`src/verilog/boot_seq_defs.vh`:
```
// Constants for the boot strap and power sequencer
`ifndef BOOT_SEQ_DEFS_VH
`define BOOT_SEQ_DEFS_VH

// ----------------------------------------------------------------
// Register byte offsets
// ----------------------------------------------------------------
`define OFF_STATUS     8'h00
`define OFF_CONTROL    8'h04
`define OFF_DEFCFG     8'h08

// ----------------------------------------------------------------
// Control field positions and reset value
// ----------------------------------------------------------------
`define CTL_LOAD_OK    0
`define CTL_LOAD_FAIL  1
`define CTL_IDLE_REQ   2
`define CTL_SLEEP_REQ  3
`define CTL_CFG_INT    4
`define CTL_CFG_EXT    5
`define CTL_RESET_VAL  32'h00000000

// ----------------------------------------------------------------
// Dead-battery modes
// ----------------------------------------------------------------
`define DB_NO_RESPONSE 3'h0
`define DB_WAIT_AUX_INT 3'h1
`define DB_RETRY_INT   3'h2
`define DB_WAIT_AUX_EXT 3'h3
`define DB_RETRY_EXT   3'h4
`define DB_NO_WAIT     3'h5

// ----------------------------------------------------------------
// Default configurations
// ----------------------------------------------------------------
`define DEF_SAFE       3'h0
`define DEF_INFINITE   3'h1
`define DEF_CFG1       3'h2
`define DEF_CFG2       3'h3
`define DEF_CFG3       3'h4
`define DEF_CFG4       3'h5
`define DEF_CFG5       3'h6
`define DEF_RESERVED   3'h7

// ----------------------------------------------------------------
// Power states
// ----------------------------------------------------------------
`define PWR_ACTIVE     2'h0
`define PWR_IDLE       2'h1
`define PWR_SLEEP      2'h2

// Divider band code is ratio in hundredths, 0..100
`define BAND_W         7

// ----------------------------------------------------------------
// Timing counts
// ----------------------------------------------------------------
// Init cycles so strap capture sees filtered pin levels, not reset zeros
`define SYNC_SETTLE    3'h4

`endif

```
`src/verilog/boot_strap_power_sequencer.v`:
```
// Boot strap decode, dead-battery power switch and power state sequencer
//
// The register offsets and the AXI4-Lite register port were left to the implementer.
`include "boot_seq_defs.vh"

module boot_strap_power_sequencer (
   input  wire        clk,              // 24 MHz core clock
   input  wire        nrst,             // Async reset, active low
   input  wire        lpTick,           // 100 kHz tick from timer oscillator
   input  wire        flashDataInStrap, // Strap level on flash data-in pin
   input  wire [6:0]  bootDividerBand,  // Decoded divider ratio, hundredths
   input  wire        bandValid,        // Divider conversion ready
   input  wire        auxSupply3v3,     // Auxiliary 3.3 V present
   input  wire        vbusPowered,      // Device running from VBUS
   input  wire        portConnected,    // Any port connected
   output reg         loadReq,          // Configuration fetch request
   output reg         hvPathOneEn,      // Internal sink switch enable
   output reg         extSinkCtrlPin,   // External sink switch control
   output reg         portsEnabled,     // Ports enabled
   output reg         legacySink,       // Legacy sink behaviour
   output reg         coreLowClk,       // Core runs from 100 kHz
   output reg  [1:0]  powerState,       // Active, idle or sleep
   output reg         bootDone,         // Normal operation started
   input  wire [31:0] s_axi_awaddr,     // Write address
   input  wire        s_axi_awvalid,    // Write address valid
   output wire        s_axi_awready,    // Write address ready
   input  wire [31:0] s_axi_wdata,      // Write data
   input  wire [3:0]  s_axi_wstrb,      // Write strobes
   input  wire        s_axi_wvalid,     // Write data valid
   output wire        s_axi_wready,     // Write data ready
   output reg  [1:0]  s_axi_bresp,      // Write response
   output reg         s_axi_bvalid,     // Write response valid
   input  wire        s_axi_bready,     // Write response ready
   input  wire [31:0] s_axi_araddr,     // Read address
   input  wire        s_axi_arvalid,    // Read address valid
   output wire        s_axi_arready,    // Read address ready
   output reg  [31:0] s_axi_rdata,      // Read data
   output reg  [1:0]  s_axi_rresp,      // Read response
   output reg         s_axi_rvalid,     // Read data valid
   input  wire        s_axi_rready      // Read response ready
);

   // ----------------------------------------------------------------
   // Boot state machine codes
   // ----------------------------------------------------------------
   localparam S_INIT    = 3'h0;       // Register init
   localparam S_STRAP   = 3'h1;       // Capture straps
   localparam S_POWER   = 3'h2;       // Dead-battery switch handling
   localparam S_LOAD    = 3'h3;       // Configuration fetch
   localparam S_DEFAULT = 3'h4;       // Apply strap default
   localparam S_RUN     = 3'h5;       // Normal operation
   localparam S_WAITCFG = 3'h6;       // Infinite wait in boot

   // ----------------------------------------------------------------
   // Strap decode functions
   // ----------------------------------------------------------------
   // Dead-battery mode from strap and band; gaps fall to no-response
   function [2:0] dbMode;
      input       strap;
      input [6:0] b;
      begin
         dbMode = `DB_NO_RESPONSE;
         if (strap) begin
            if (b <= 7'd18)                      dbMode = `DB_NO_RESPONSE;
            else if (b >= 7'd20 && b <= 7'd28)   dbMode = `DB_WAIT_AUX_INT;
            else if (b >= 7'd30 && b <= 7'd38)   dbMode = `DB_RETRY_INT;
            else if (b >= 7'd40 && b <= 7'd48)   dbMode = `DB_WAIT_AUX_EXT;
            else if (b >= 7'd50 && b <= 7'd58)   dbMode = `DB_RETRY_EXT;
            else if (b >= 7'd60)                 dbMode = `DB_NO_WAIT;
         end else begin
            if (b >= 7'd20 && b <= 7'd28)        dbMode = `DB_NO_WAIT;
            else if (b >= 7'd30 && b <= 7'd38)   dbMode = `DB_RETRY_INT;
            else if (b >= 7'd40 && b <= 7'd48)   dbMode = `DB_NO_WAIT;
            else if (b >= 7'd50 && b <= 7'd58)   dbMode = `DB_RETRY_EXT;
            else if (b >= 7'd60 && b <= 7'd68)   dbMode = `DB_NO_WAIT;
            else if (b >= 7'd70 && b <= 7'd78)   dbMode = `DB_NO_WAIT;
            else if (b >= 7'd90)                 dbMode = `DB_NO_WAIT;
         end
      end
   endfunction

   // Default configuration from strap and band; gaps fall to safe
   function [2:0] defCfg;
      input       strap;
      input [6:0] b;
      begin
         defCfg = `DEF_SAFE;
         if (strap) begin
            if ((b >= 7'd30 && b <= 7'd38) || (b >= 7'd50 && b <= 7'd58))
               defCfg = `DEF_INFINITE;
         end else begin
            if (b >= 7'd10 && b <= 7'd18)        defCfg = `DEF_CFG1;
            else if (b >= 7'd20 && b <= 7'd28)   defCfg = `DEF_CFG2;
            else if (b >= 7'd30 && b <= 7'd38)   defCfg = `DEF_INFINITE;
            else if (b >= 7'd40 && b <= 7'd48)   defCfg = `DEF_CFG3;
            else if (b >= 7'd50 && b <= 7'd58)   defCfg = `DEF_INFINITE;
            else if (b >= 7'd60 && b <= 7'd68)   defCfg = `DEF_CFG4;
            else if (b >= 7'd70 && b <= 7'd88)   defCfg = `DEF_RESERVED;
            else if (b >= 7'd90)                 defCfg = `DEF_CFG5;
         end
      end
   endfunction

   // ----------------------------------------------------------------
   // Pin synchronisers, three stages, change once stages 1 and 2 agree
   // ----------------------------------------------------------------
   reg  [2:0] auxSync_reg;            // Aux supply sync chain
   reg  [2:0] vbusSync_reg;           // VBUS source sync chain
   reg  [2:0] strapSync_reg;          // Strap sync chain
   reg  [2:0] connSync_reg;           // Connect sync chain
   reg        auxLvl_reg;             // Filtered aux level
   reg        vbusLvl_reg;            // Filtered VBUS level
   reg        strapLvl_reg;           // Filtered strap level
   reg        connLvl_reg;            // Filtered connect level

   // Sync chains; stage 0 feeds only stage 1
   always @(posedge clk or negedge nrst) begin
      if (!nrst) begin
         auxSync_reg   <= 3'h0;
         vbusSync_reg  <= 3'h0;
         strapSync_reg <= 3'h0;
         connSync_reg  <= 3'h0;
         auxLvl_reg    <= 1'b0;
         vbusLvl_reg   <= 1'b0;
         strapLvl_reg  <= 1'b0;
         connLvl_reg   <= 1'b0;
      end else begin
         auxSync_reg   <= {auxSync_reg[1:0], auxSupply3v3};
         vbusSync_reg  <= {vbusSync_reg[1:0], vbusPowered};
         strapSync_reg <= {strapSync_reg[1:0], flashDataInStrap};
         connSync_reg  <= {connSync_reg[1:0], portConnected};
         if (auxSync_reg[2] == auxSync_reg[1])     auxLvl_reg   <= auxSync_reg[2];
         if (vbusSync_reg[2] == vbusSync_reg[1])   vbusLvl_reg  <= vbusSync_reg[2];
         if (strapSync_reg[2] == strapSync_reg[1]) strapLvl_reg <= strapSync_reg[2];
         if (connSync_reg[2] == connSync_reg[1])   connLvl_reg  <= connSync_reg[2];
      end
   end

   // ----------------------------------------------------------------
   // Control and captured strap state
   // ----------------------------------------------------------------
   reg  [2:0]  state_reg;             // Boot state
   reg  [2:0]  state_next;            // Next boot state
   reg  [2:0]  dbMode_reg;            // Captured dead-battery mode
   reg  [2:0]  defCfg_reg;            // Captured default config
   reg  [6:0]  band_reg;              // Captured divider band
   reg         strapCap_reg;          // Captured strap level
   reg  [31:0] control_reg;           // Software control word
   reg  [31:0] retries_reg;           // Cycles with load failure set in load or wait
   reg         usedDefault_reg;       // Default applied flag
   reg  [2:0]  lpSync_reg;            // Low-power tick sync
   reg         lpSeen_reg;            // Filtered low-power tick level
   reg  [2:0]  initCnt_reg;           // Init cycles while pin filters fill
   wire        loadOk   = control_reg[`CTL_LOAD_OK];
   wire        loadFail = control_reg[`CTL_LOAD_FAIL];
   wire        isInt    = (dbMode_reg == `DB_WAIT_AUX_INT) || (dbMode_reg == `DB_RETRY_INT);
   wire        isExt    = (dbMode_reg == `DB_WAIT_AUX_EXT) || (dbMode_reg == `DB_RETRY_EXT);
   wire        isRetry  = (dbMode_reg == `DB_RETRY_INT) || (dbMode_reg == `DB_RETRY_EXT);

   // Boot sequence next state
   always @* begin
      state_next = state_reg;
      case (state_reg)
         S_INIT:    if (initCnt_reg == `SYNC_SETTLE) state_next = S_STRAP;
         S_STRAP:   if (bandValid) state_next = S_POWER;
         S_POWER: begin
            // Dead-battery gating only applies on VBUS power
            if (!vbusLvl_reg || auxLvl_reg)
               state_next = S_LOAD;
            else if (dbMode_reg == `DB_NO_WAIT || isRetry)
               state_next = S_LOAD;
         end
         S_LOAD: begin
            if (loadOk)
               state_next = S_RUN;
            else if (loadFail && !(isRetry && vbusLvl_reg && !auxLvl_reg))
               state_next = S_DEFAULT;
         end
         S_DEFAULT:
            if (defCfg_reg == `DEF_INFINITE) state_next = S_WAITCFG;
            else state_next = S_RUN;
         S_WAITCFG: if (loadOk) state_next = S_RUN;
         S_RUN:     state_next = S_RUN;
         default:   state_next = S_INIT;
      endcase
   end

   // Boot state, strap capture and retry count
   always @(posedge clk or negedge nrst) begin
      if (!nrst) begin
         state_reg       <= S_INIT;
         dbMode_reg      <= `DB_NO_RESPONSE;
         defCfg_reg      <= `DEF_SAFE;
         band_reg        <= 7'h00;
         strapCap_reg    <= 1'b0;
         retries_reg     <= 32'h00000000;
         usedDefault_reg <= 1'b0;
         initCnt_reg     <= 3'h0;
      end else begin
         state_reg <= state_next;
         // Capturing earlier would latch the filters' reset level
         if (state_reg == S_INIT && initCnt_reg != `SYNC_SETTLE)
            initCnt_reg <= initCnt_reg + 3'h1;
         if (state_reg == S_STRAP && bandValid) begin
            dbMode_reg   <= dbMode(strapLvl_reg, bootDividerBand);
            defCfg_reg   <= defCfg(strapLvl_reg, bootDividerBand);
            band_reg     <= bootDividerBand;
            strapCap_reg <= strapLvl_reg;
         end
         if ((state_reg == S_LOAD || state_reg == S_WAITCFG) && loadFail)
            retries_reg <= retries_reg + 32'h00000001;
         if (state_reg == S_DEFAULT)
            usedDefault_reg <= 1'b1;
      end
   end

   // ----------------------------------------------------------------
   // Power switches and port configuration outputs
   // ----------------------------------------------------------------
   // Switches: dead-battery path through load and wait, loaded/default after
   always @(posedge clk or negedge nrst) begin
      if (!nrst) begin
         loadReq        <= 1'b0;
         hvPathOneEn    <= 1'b0;
         extSinkCtrlPin <= 1'b0;
         portsEnabled   <= 1'b0;
         legacySink     <= 1'b0;
         bootDone       <= 1'b0;
      end else begin
         loadReq  <= (state_next == S_LOAD) || (state_next == S_WAITCFG);
         bootDone <= (state_reg == S_RUN);
         if (state_reg != S_RUN && state_reg != S_DEFAULT) begin
            // Dead-battery sink path while still booting on VBUS
            hvPathOneEn    <= vbusLvl_reg && isInt && state_reg != S_INIT
                              && state_reg != S_STRAP;
            extSinkCtrlPin <= vbusLvl_reg && isExt && state_reg != S_INIT
                              && state_reg != S_STRAP;
         end else if (state_reg == S_DEFAULT) begin
            case (defCfg_reg)
               `DEF_CFG1, `DEF_CFG2, `DEF_CFG3: begin
                  hvPathOneEn    <= 1'b1;
                  extSinkCtrlPin <= 1'b0;
                  portsEnabled   <= 1'b1;
               end
               `DEF_CFG4, `DEF_CFG5: begin
                  hvPathOneEn    <= 1'b0;
                  extSinkCtrlPin <= 1'b1;
                  portsEnabled   <= 1'b1;
               end
               `DEF_INFINITE: begin
                  portsEnabled   <= 1'b0;
               end
               default: begin
                  portsEnabled   <= 1'b0;
                  legacySink     <= vbusLvl_reg;
                  hvPathOneEn    <= 1'b0;
                  extSinkCtrlPin <= 1'b0;
               end
            endcase
         end else if (!usedDefault_reg) begin
            // Loaded configuration designates the switch after load
            hvPathOneEn    <= control_reg[`CTL_CFG_INT];
            extSinkCtrlPin <= control_reg[`CTL_CFG_EXT];
            portsEnabled   <= 1'b1;
         end
      end
   end

   // ----------------------------------------------------------------
   // Power states
   // ----------------------------------------------------------------
   // Sleep is refused while connected; connect allows only active or idle
   always @(posedge clk or negedge nrst) begin
      if (!nrst) begin
         powerState <= `PWR_ACTIVE;
         coreLowClk <= 1'b0;
         lpSync_reg <= 3'h0;
         lpSeen_reg <= 1'b0;
      end else begin
         lpSync_reg <= {lpSync_reg[1:0], lpTick};
         lpSeen_reg <= (lpSync_reg[2] == lpSync_reg[1]) ? lpSync_reg[2] : lpSeen_reg;
         if (state_reg != S_RUN || connLvl_reg)
            powerState <= (state_reg == S_RUN && control_reg[`CTL_IDLE_REQ])
                          ? `PWR_IDLE : `PWR_ACTIVE;
         else if (control_reg[`CTL_SLEEP_REQ])
            powerState <= `PWR_SLEEP;
         else if (control_reg[`CTL_IDLE_REQ])
            powerState <= `PWR_IDLE;
         else
            powerState <= `PWR_ACTIVE;
         coreLowClk <= (powerState == `PWR_SLEEP);
      end
   end

   // ----------------------------------------------------------------
   // AXI4-Lite slave
   // ----------------------------------------------------------------
   reg        awHeld_reg;             // Write address captured
   reg        wHeld_reg;              // Write data captured
   reg [7:0]  awAddr_reg;             // Captured write address
   reg [31:0] wData_reg;              // Captured write data
   reg [3:0]  wStrb_reg;              // Captured strobes
   integer    i;                      // Byte lane index

   assign s_axi_awready = !awHeld_reg && !s_axi_bvalid;
   assign s_axi_wready  = !wHeld_reg && !s_axi_bvalid;
   assign s_axi_arready = !s_axi_rvalid;

   // Write path; address and data in either order
   always @(posedge clk or negedge nrst) begin
      if (!nrst) begin
         awHeld_reg   <= 1'b0;
         wHeld_reg    <= 1'b0;
         awAddr_reg   <= 8'h00;
         wData_reg    <= 32'h00000000;
         wStrb_reg    <= 4'h0;
         s_axi_bvalid <= 1'b0;
         s_axi_bresp  <= 2'h0;
         control_reg  <= `CTL_RESET_VAL;
      end else begin
         if (s_axi_awvalid && s_axi_awready) begin
            awHeld_reg <= 1'b1;
            awAddr_reg <= s_axi_awaddr[7:0];
         end
         if (s_axi_wvalid && s_axi_wready) begin
            wHeld_reg <= 1'b1;
            wData_reg <= s_axi_wdata;
            wStrb_reg <= s_axi_wstrb;
         end
         if (awHeld_reg && wHeld_reg) begin
            awHeld_reg   <= 1'b0;
            wHeld_reg    <= 1'b0;
            s_axi_bvalid <= 1'b1;
            if (awAddr_reg == `OFF_CONTROL) begin
               s_axi_bresp <= 2'h0;
               for (i = 0; i < 4; i = i + 1)
                  if (wStrb_reg[i])
                     control_reg[i*8 +: 8] <= wData_reg[i*8 +: 8];
            end else begin
               s_axi_bresp <= 2'h2;                                  // Any offset but CONTROL: SLVERR
            end
         end else if (s_axi_bvalid && s_axi_bready) begin
            s_axi_bvalid <= 1'b0;
         end
      end
   end

   // Read path; status shows boot state, captured straps, power state
   always @(posedge clk or negedge nrst) begin
      if (!nrst) begin
         s_axi_rvalid <= 1'b0;
         s_axi_rdata  <= 32'h00000000;
         s_axi_rresp  <= 2'h0;
      end else if (s_axi_arvalid && s_axi_arready) begin
         s_axi_rvalid <= 1'b1;
         s_axi_rresp  <= 2'h0;
         case (s_axi_araddr[7:0])
            `OFF_STATUS:  s_axi_rdata <= {9'h000, lpSeen_reg, coreLowClk, powerState,
                                          band_reg, strapCap_reg, usedDefault_reg,
                                          bootDone, defCfg_reg, dbMode_reg, state_reg};
            `OFF_CONTROL: s_axi_rdata <= control_reg;
            `OFF_DEFCFG:  s_axi_rdata <= retries_reg;
            default: begin
               s_axi_rdata <= 32'h00000000;
               s_axi_rresp <= 2'h2;
            end
         endcase
      end else if (s_axi_rvalid && s_axi_rready) begin
         s_axi_rvalid <= 1'b0;
      end
   end

endmodule // boot_strap_power_sequencer

```
`config.mk`:
```
export PLATFORM = sky130hd
export DESIGN_NAME = boot_strap_power_sequencer
export DESIGN_NICKNAME = d
export VERILOG_FILES = /design/src/verilog/boot_strap_power_sequencer.v
export VERILOG_INCLUDE_DIRS = /design/src /design/src/verilog
export SDC_FILE = /design/constraint.sdc
export NUM_CORES = 1
export LEC_CHECK = 0
export ABC_AREA = 0
export BUFFER_PORTS_ARGS = -buffer_cell sky130_fd_sc_hd__buf_2
export CORE_ASPECT_RATIO = 0.8
export CORE_MARGIN = 2
export CORE_UTILIZATION = 30
export CTS_BUF_LIST = sky130_fd_sc_hd__clkbuf_8 sky130_fd_sc_hd__clkbuf_16
export DETAILED_ROUTE_END_ITERATION = 10
export PLACE_DENSITY = 0.6
export SYNTH_ARGS = -nofsm -noshare
export SYNTH_HDL_FRONTEND = slang
export SYNTH_SLANG_ARGS = --single-unit
```
`constraint.sdc`:
```
create_clock -name clk -period 6.02 [get_ports clk]
set_clock_uncertainty 0.1 [all_clocks]
set_input_delay 0.602 -clock clk [delete_from_list [all_inputs] [get_ports clk]]
set_output_delay 0.602 -clock clk [all_outputs]
set_load 0.005 [all_outputs]
```
==> flow_summary.yaml, run 1 <==
sta:
  max_slew_margin_pct: 30.7
  finalSetupViolations: 0
  worstMarginPinSlew_ns: 1.04
  period_minus_slack_ns: 2.81
  tns_ns: 0
  slew_violations: 0
  rsz0062_at_grt: "false"
  hold_viol: 0
  finalCritPeriodShare_pct: 46.7
  timing.fmax_mhz: 355
route:
  route.met2.wl_mm: 8.73
  totalWireLength_mm: 20.7
  drc: 8
  firstDrtPassIters: 8
  wl_met1_mm: 10.6
  route.top_layer_used: "met5"
  vias_per_cell: 4.81
  post_drt_wl_per_cell_um: 16.7
  drt-initial-drc-count: 388
  postRouteAntennaNets: 0
  vias: 5984
  dr_wl_met3_mm: 1.23
synthesis:
  ys_seq_elements: 196
  avgSynthCellArea_sq_um: 11.4
  synth_seq_area_share_pct: 56.4
  async_flop_share_pct: 100
  yosys_warnings: 0
  ys_types: 61
  netlist_area_sq_um: 8700
  synth_cells: 760
  synth_ff_type: "dfrtp_1"
  synth-edff-count: 0
final_layout:
  nets: 988
  n_antenna_cell: 0
  final_common_cell: "dfrtp_1"
  drive_above_1_share_pct: 27.8
  area_growth_pct: 17.8
  finish.instance_area_sq_um: 10200
  fill_cells: 2847
  mostFrequentLayoutCells: "dfrtp_1, buf_2, nand2_1"
cts:
  ctsResizeCount: 0
  cts_root_buffer: "clkbuf_16"
  clk_latency_ns: 0.43
  cts_setup_buffers: 0
  postCtsHoldBufs: 0
  clk_pin_slew_ns: 0.07
  cts_tree: "done"
  clock_sinks: 196
  cts.path.max_buffers: 2
  cts_buffers: 17
  htreeDepth: 4
grt:
  grt_pass1_vias: 5934
  gr-total-overflow: 0
  grt_pass1_wl_mm: 33.1
  grt_max_degree: 96
  global_route.usage.total_pct: 14.1
  antenna_found_initial: 1
pwr:
  irDropWorstVdd_uv: 256
  pwr_density_cell_nw_per_um2: 350
  pwr-share-comb_pct: 17.7
  p_total_mw: 3.59
  p_switching_mw: 1.01
  sequentialPowerShare_pct: 49.5
  clkPwrFrac_pct: 32.8
  p_sw_share_pct: 28.2
  p_int_mw: 2.58
  leakage_nw: 4.81
placed_design:
  gp_congestion: 0.818
  placed_cell_area_sq_um: 9640
  dp_hpwl_mm: 14.7
  portBuffers: 119
run_status:
  violations: "DRC"
  outcome: "complete, but fails checks"
worst_hold_path:
  hp-class: "input pin to asynchronous set/reset pin"
floorplanning:
  fp.dieH_um: 156
  die_w_um: 194
  die_area_sq_um: 30400
  start_util_pct: 30.6
  rows: 55
  coreArea_sq_um: 28400
  boundaryPins: 170
worst_setup_path:
  reg2reg_slack_ns: 3.21
  worstPathMaxFanout: 19
  crit_type: "flip-flop to flip-flop"
  crit_path_start_kind: "flip-flop"
  r2r_cells: 6
  timing.rr.end: "retries_reg[31]"
  reg2reg_from: "state_reg[0]"
  end_kind: "flip-flop"
  arrival_ns: 3.06
  cp.required_ns: 6.27
flow_run:
  drv_cap: 0
-- power by group through the flow --
stage	Combinational (mW)	Sequential, mW	Clock, mW
after floorplan	0.509	1.70	0
after global placement	0.625	1.79	0
after detailed placement	0.643	1.80	0
after CTS	0.646	1.78	1.22
after global routing	0.715	1.81	1.26
final	0.635	1.78	1.18
-- worst max-delay path, stage by stage (launching register included) --
cell     delay, ns
dfrtp_1       0.73
xor2_1        0.28
nor4b_2       0.88
buf_4         0.28
nand2_1       0.13
nor2_1        0.17
xor2_1        0.15
-- how the worst max path moves through the flow --
stage | start | to | cells after the start
6_report | state_reg[0] | retries_reg[31] | 6
4_1_cts | state_reg[0] | retries_reg[31] | 6
5_1_grt | state_reg[0] | retries_reg[31] | 6
2_1_floorplan | awAddr_reg[1] | control_reg[29] | 4
3_3_place_gp | state_reg[0] | retries_reg[31] | 6
3_5_place_dp | state_reg[0] | retries_reg[31] | 6
-- through the flow --
| stage | util [%] | setup slack [ns] | cells | hold WS, ns |
|---|---|---|---|---|
| 2_1_floorplan | - | 4.03 | 761 | 0.206 |
| 3_3_place_gp | 33.9 | 3.30 | 1212 | 0.234 |
| 3_5_place_dp | 33.9 | 3.21 | 1212 | 0.236 |
| 4_1_cts | 36.1 | 3.15 | 1243 | 0.148 |
| 5_1_grt | 36.1 | 2.99 | 1243 | 0.142 |
| 6_report | 36.1 | 3.21 | 1243 | 0.0998 |
-- cell type report --
class / instances / area [sq um] / share of cell area, %
inverters: 15 / 56.3 / 0.549
clock inverters: 12 / 153 / 1.49
repair buffers: 124 / 642 / 6.26
multi-input cells: 507 / 3580 / 34.9
well taps: 370 / 463 / 4.52
flip-flops and latches: 196 / 4900 / 47.9
clock buffers: 19 / 453 / 4.42
-- cell usage after synthesis (2+ instances only) --
library cell / instances / area, sq um
dfrtp_1: 196 / 4900
nand2_1: 86 / 323
mux2_2: 67 / 754
nor2_1: 50 / 188
o21ai_0: 38 / 190
a21oi_1: 37 / 185
clkbuf_1: 30 / 113
xnor2_1: 27 / 236
mux2i_1: 25 / 250
nand3_1: 18 / 90.1
inv_1: 15 / 56.3
a22oi_1: 11 / 82.6
mux2_4: 11 / 165
o31ai_1: 10 / 75.1
nand4_1: 9 / 56.3
nor2b_1: 9 / 56.3
nor3_1: 9 / 45.0
xor2_1: 8 / 70.1
buf_2: 7 / 35.0
ha_1: 7 / 87.6
and2_1: 6 / 37.5
and3_1: 6 / 37.5
and4_1: 5 / 43.8
maj3_1: 5 / 50.1
nand2b_1: 5 / 31.3
a31oi_1: 4 / 25.0
nand2_4: 4 / 45.0
nor4_1: 4 / 25.0
a32o_1: 3 / 30.0
buf_1: 3 / 11.3
buf_4: 3 / 22.5
mux2_1: 3 / 33.8
nor3b_1: 3 / 22.5
o311ai_0: 3 / 26.3
a22o_1: 2 / 17.5
nor4b_1: 2 / 17.5
o21bai_1: 2 / 15.0
o221ai_1: 2 / 17.5
o22ai_1: 2 / 12.5
o41ai_1: 2 / 17.5
-- logic make-up (layout without fill, tap and decap cells) --
logic type,after synthesis,count (layout),share of synthesized area (%)
mux,106,106,13.8
buf+inv,58,170,2.73
simple gates,226,226,13.0
xor+xnor,35,35,3.52
fa+ha+maj,12,12,1.58
other cells,1,2,0.0431
flops,196,196,56.4
compound gates,126,126,8.94
-- layer usage --
metal  GRT usage, %  vias to the layer above
li1               -                     2861
met1           21.2                     2975
met2           20.1                      134
met3           3.84                       12
met4           3.08                        2
met5              0                        -
Power figures use the tool's default switching activity.
==> inputs of run 2 (changes only) <==
--- a/config.mk
+++ b/config.mk
@@ -13,7 +13,7 @@
 export CORE_UTILIZATION = 30
 export CTS_BUF_LIST = sky130_fd_sc_hd__clkbuf_8 sky130_fd_sc_hd__clkbuf_16
 export DETAILED_ROUTE_END_ITERATION = 10
-export PLACE_DENSITY = 0.6
+export PLACE_DENSITY = 0.61
 export SYNTH_ARGS = -nofsm -noshare
 export SYNTH_HDL_FRONTEND = slang
 export SYNTH_SLANG_ARGS = --single-unit
==> constraint.sdc (replaced) <==
create_clock -name clk -period 2.3 [get_ports clk]
set_clock_uncertainty 0.1 [all_clocks]
set_input_delay 0.23 -clock clk [delete_from_list [all_inputs] [get_ports clk]]
set_output_delay 0.23 -clock clk [all_outputs]
set_load 0.005 [all_outputs]
==> run 2 against run 1 <==
  * The flow still finishes with violations (DRC)
  * Critical path depth is 1 lower
  * Via count grew 4.2%
  * Sequential power grew to 2.6 times the previous value
  * Wire length about the same
  * Core utilization up 2.5 points
  * Largest power group unchanged
==> flow_summary.yaml, run 2 (same netlist as run 1, synthesis figures left out) <==
worst_setup_path:
  critPathBufInv: 1
  crit_type: "flip-flop to flip-flop"
  cp_slowest_stage_delay_ns: 0.55
  arrival_ns: 2.22
  cpLargestDelayFamily: "simple AND/OR/NAND/NOR gates"
  worstPathMaxFanout: 8
  crit_path_start_kind: "flip-flop"
  critical_path.startpoint: "awAddr_reg[1]"
  end_kind: "flip-flop"
  crit_chain: "or4_4, nor3_4, buf_4, nand2_4, mux2_1"
  reg2reg_from: "awAddr_reg[1]"
  crit_path_top_delay_cell: "or4_4"
  cp.required_ns: 2.52
floorplanning:
  coreArea_sq_um: 28400
  start_util_pct: 30.6
  rows: 55
  die_area_sq_um: 30400
  fp.dieH_um: 156
  boundaryPins: 170
  die_w_um: 194
sta:
  tns_ns: 0
  setup_slack_ns: 0.297
  finalSetupViolations: 0
  worstMarginPinSlew_ns: 0.663
  period_minus_slack_ns: 2.00
  finalCritPeriodShare_pct: 87.1
  slew_violations: 0
  timing.fmax_mhz: 499
  hold_viol: 0
  rsz0062_at_grt: "false"
  max_slew_margin_pct: 55.7
cts:
  cts_tree: "done"
  clk_pin_slew_ns: 0.07
  cts_setup_buffers: 0
  clock_sinks: 196
  clk_latency_ns: 0.44
  cts_buffers: 17
  cts.path.max_buffers: 2
  htreeDepth: 4
  ctsResizeCount: 0
  cts_root_buffer: "clkbuf_16"
route:
  totalWireLength_mm: 20.7
  postRouteAntennaNets: 0
  vias_per_cell: 4.74
  drt-initial-drc-count: 402
  vias: 6238
  firstDrtPassIters: 10
  drc: 8
  post_drt_wl_per_cell_um: 15.7
final_layout:
  final_common_cell: "dfrtp_1"
  fill_cells: 2784
  area_growth_pct: 25.9
  mostFrequentLayoutCells: "dfrtp_1, buf_2, nand2_1"
  n_antenna_cell: 0
  nets: 1061
  drive_above_1_share_pct: 28.1
run_status:
  violations: "DRC"
  outcome: "complete, but fails checks"
grt:
  grt_max_degree: 78
  grt_pass1_wl_mm: 33.9
  antenna_found_initial: 0
  gr-total-overflow: 0
  global_route.usage.total_pct: 14.3
  grt_pass1_vias: 6164
placed_design:
  gp_congestion: 0.800
  dp_worst_setup_slack_ns: 0.320
  dp_hpwl_mm: 15.0
  portBuffers: 119
pwr:
  leakage_nw: 5.13
  irDropWorstVdd_uv: 581
  pwr_density_cell_nw_per_um2: 861
flow_run:
  drv_cap: 0
worst_hold_path:
  hp-class: "input pin to flip-flop"
  hp-start: "bootDividerBand[0]"
[run 2: where the power goes]
part | switching [mW] | total [mW] | internal (mW)
combinational | 0.851 | 1.86 | 1.01
clock | 1.43 | 2.98 | 1.55
sequential | 0.498 | 4.60 | 4.10
[run 2: metal layers]
layer | track usage (%) | vias up | routed length (um)
met4 | 3.19 | 0 | 197
met2 | 20.6 | 159 | 8620
met3 | 3.86 | 12 | 1110
li1 | - | 3015 | -
met1 | 21.3 | 3052 | 10800
met5 | 0 | - | 0
[run 2: area by class of cell]
cell class,count,area [sq um],area share (%)
clock inverter,15,161,1.47
tap,370,463,4.23
inverter,15,56.3,0.514
clock buffer,17,425,3.88
multi-input combinational,507,3570,32.6
timing repair buffer,197,1370,12.5
sequential,196,4900,44.8
[run 2: final timing paths]
check | depth (start not counted) | slack [ns] | endpoint
max in group asynchronous | 3 | 1.11 | retries_reg[17]
worst max-delay path | 5 | 0.30 | control_reg[30]
worst max register to register | 5 | 0.30 | control_reg[30]
worst min register to register | 0 | 0.25 | strapSync_reg[1]
min in group asynchronous | 2 | 0.30 | state_reg[1]
worst min-delay path | 3 | 0.03 | band_reg[0]
[run 2: metrics by stage]
stage               std cells  util (%)  total power, mW  hold WS [ns]  area [sq um]
floorplan                 761         -             5.79        -0.166          8700
global placement         1233      34.6             6.42         0.218          9850
detailed placement       1233      34.6             6.48         0.209          9850
CTS                      1317      38.5             9.56       0.00459         11000
global route             1317      38.5             10.0       0.00422         11000
finish                   1317      38.5             9.43        0.0254         11000
[run 2: worst reg2reg max path: cells and delay by family, from the launching register on]
family / cells / cell delay [ns]
simple gates: 3 / 0.85
flops: 1 / 0.39
mux: 1 / 0.33
buf+inv: 1 / 0.21
[run 2: repair_timing]
action                                  CTS  global route
hold buffers                             52             0
endpoints found under the setup margin    0             0
hold endpoints to repair                122             0
==> inputs of run 3 (changes only) <==
--- a/config.mk
+++ b/config.mk
@@ -14,6 +14,7 @@
 export CTS_BUF_LIST = sky130_fd_sc_hd__clkbuf_8 sky130_fd_sc_hd__clkbuf_16
 export DETAILED_ROUTE_END_ITERATION = 10
 export PLACE_DENSITY = 0.61
+export RECOVER_POWER = 25
 export SYNTH_ARGS = -nofsm -noshare
 export SYNTH_HDL_FRONTEND = slang
 export SYNTH_SLANG_ARGS = --single-unit
==> run 3 against run 2 <==
  * The run still ends with DRC left
  * Global-route usage did not move
  * Critical endpoint unchanged
  * Clock power barely moved
  * Wire length about the same
  * Largest power group unchanged
  * Largest cell class unchanged
==> flow_summary.yaml, run 3 (same netlist as run 1, synthesis figures left out) <==
sta:
  rsz0062_at_grt: "false"
  slew_violations: 0
  max_slew_margin_pct: 25.7
  finalSetupViolations: 0
  finalCritPeriodShare_pct: 87.1
  period_minus_slack_ns: 2.00
  timing.fmax_mhz: 499
  worstMarginPinSlew_ns: 1.11
  tns_ns: 0
  whs_ns: 0.0253
  hold_viol: 0
cts:
  htreeDepth: 4
  clock_sinks: 196
  clk_pin_slew_ns: 0.07
  clk_latency_ns: 0.44
  cts.path.max_buffers: 2
  cts_buffers: 17
  cts_tree: "done"
  cts_root_buffer: "clkbuf_16"
floorplanning:
  rows: 55
  start_util_pct: 30.6
  boundaryPins: 170
  die_w_um: 194
  fp.dieH_um: 156
  die_area_sq_um: 30400
  coreArea_sq_um: 28400
route:
  totalWireLength_mm: 20.7
  drt-initial-drc-count: 402
  postRouteAntennaNets: 0
  vias_per_cell: 4.73
  post_drt_wl_per_cell_um: 15.7
  wl_met1_mm: 10.8
  route.top_layer_used: "met4"
  vias: 6235
  dr_wl_met3_mm: 1.10
  route.met2.wl_mm: 8.62
  firstDrtPassIters: 9
  drc: 8
placed_design:
  gp_congestion: 0.800
  portBuffers: 119
  dp_hpwl_mm: 15.0
grt:
  antenna_found_initial: 0
  grt_max_degree: 78
  grt_pass1_vias: 6164
  grt_pass1_wl_mm: 33.9
  global_route.usage.total_pct: 14.3
  gr-total-overflow: 0
worst_hold_path:
  hp-class: "input pin to flip-flop"
final_layout:
  nets: 1061
  area_growth_pct: 25.8
  final_common_cell: "dfrtp_1"
  n_antenna_cell: 0
  mostFrequentLayoutCells: "dfrtp_1, buf_2, nand2_1"
  drive_above_1_share_pct: 28.0
run_status:
  violations: "DRC"
  outcome: "complete, but fails checks"
worst_setup_path:
  crit_chain: "or4_4, nor3_4, buf_4, nand2_4, mux2_1"
  arrival_ns: 2.22
  end_kind: "flip-flop"
  cp_slowest_stage_delay_ns: 0.55
  crit_path_top_delay_cell: "or4_4"
  cpLargestDelayFamily: "simple AND/OR/NAND/NOR gates"
  cp.required_ns: 2.52
  crit_type: "flip-flop to flip-flop"
  crit_path_start_kind: "flip-flop"
  worstPathMaxFanout: 8
  critPathBufInv: 1
pwr:
  irDropWorstVdd_uv: 581
  pwr_density_cell_nw_per_um2: 862
  leakage_nw: 5.13
flow_run:
  drv_cap: 0
==> run 3: final timing paths <==
check	slack, ns	cells past startpoint	start	endpoint
hold reg to reg	0.25	0	strapSync_reg[0]	strapSync_reg[1]
min in group asynchronous	0.48	2	nrst	state_reg[1]
max in group asynchronous	0.77	3	nrst	retries_reg[17]
setup reg to reg	0.30	5	awAddr_reg[1]	control_reg[30]
hold / removal	0.03	3	bootDividerBand[0]	band_reg[0]
setup / recovery	0.30	5	awAddr_reg[1]	control_reg[30]
==> run 3: metal layers <==
layer	track usage [%]	up-vias
met5	0	-
met4	3.19	0
met3	3.86	12
met2	20.6	163
met1	21.3	3045
li1	-	3015
==> run 3: power by group <==
group          total [mW]  switching (mW)  internal, mW
Combinational        1.86           0.849          1.01
Sequential           4.60           0.498          4.10
Clock                2.98            1.43          1.55
==> run 3: final cells by class <==
cell class / count / area (sq um)
fillers: 2785 / 17500
flip-flops and latches: 196 / 4900
clock inverters: 15 / 161
inverters: 15 / 56.3
clock buffers: 17 / 425
multi-input cells: 507 / 3570
repair buffers: 197 / 1360
well taps: 370 / 463
==> run 3: what timing repair did <==
item | 4_1_cts | 5_1_grt
hold buffers | 52 | 0
resized for setup | 0 | 0
endpoints found under the hold margin | 122 | 0
setup buffers | 0 | 0
setup endpoints to repair | 0 | 0
==> run 3: worst min-delay path, delay by kind of cell <==
kind,cells,cell delay [ns]
buffers and inverters,1,0.16
and+or+nand+nor,2,0.13
==> run 3: per-stage QoR <==
| stage | total power, mW | utilization [%] | cells | cell area (sq um) | worst slack, ns |
|---|---|---|---|---|---|
| 2_1_floorplan | 5.79 | - | 761 | 8700 | 0.311 |
| 3_3_place_gp | 6.42 | 34.6 | 1233 | 9850 | 0.338 |
| 3_5_place_dp | 6.48 | 34.6 | 1233 | 9850 | 0.320 |
| 4_1_cts | 9.56 | 38.5 | 1317 | 11000 | 0.292 |
| 5_1_grt | 10.0 | 38.5 | 1317 | 10900 | 0.154 |
| 6_report | 9.43 | 38.5 | 1317 | 10900 | 0.297 |
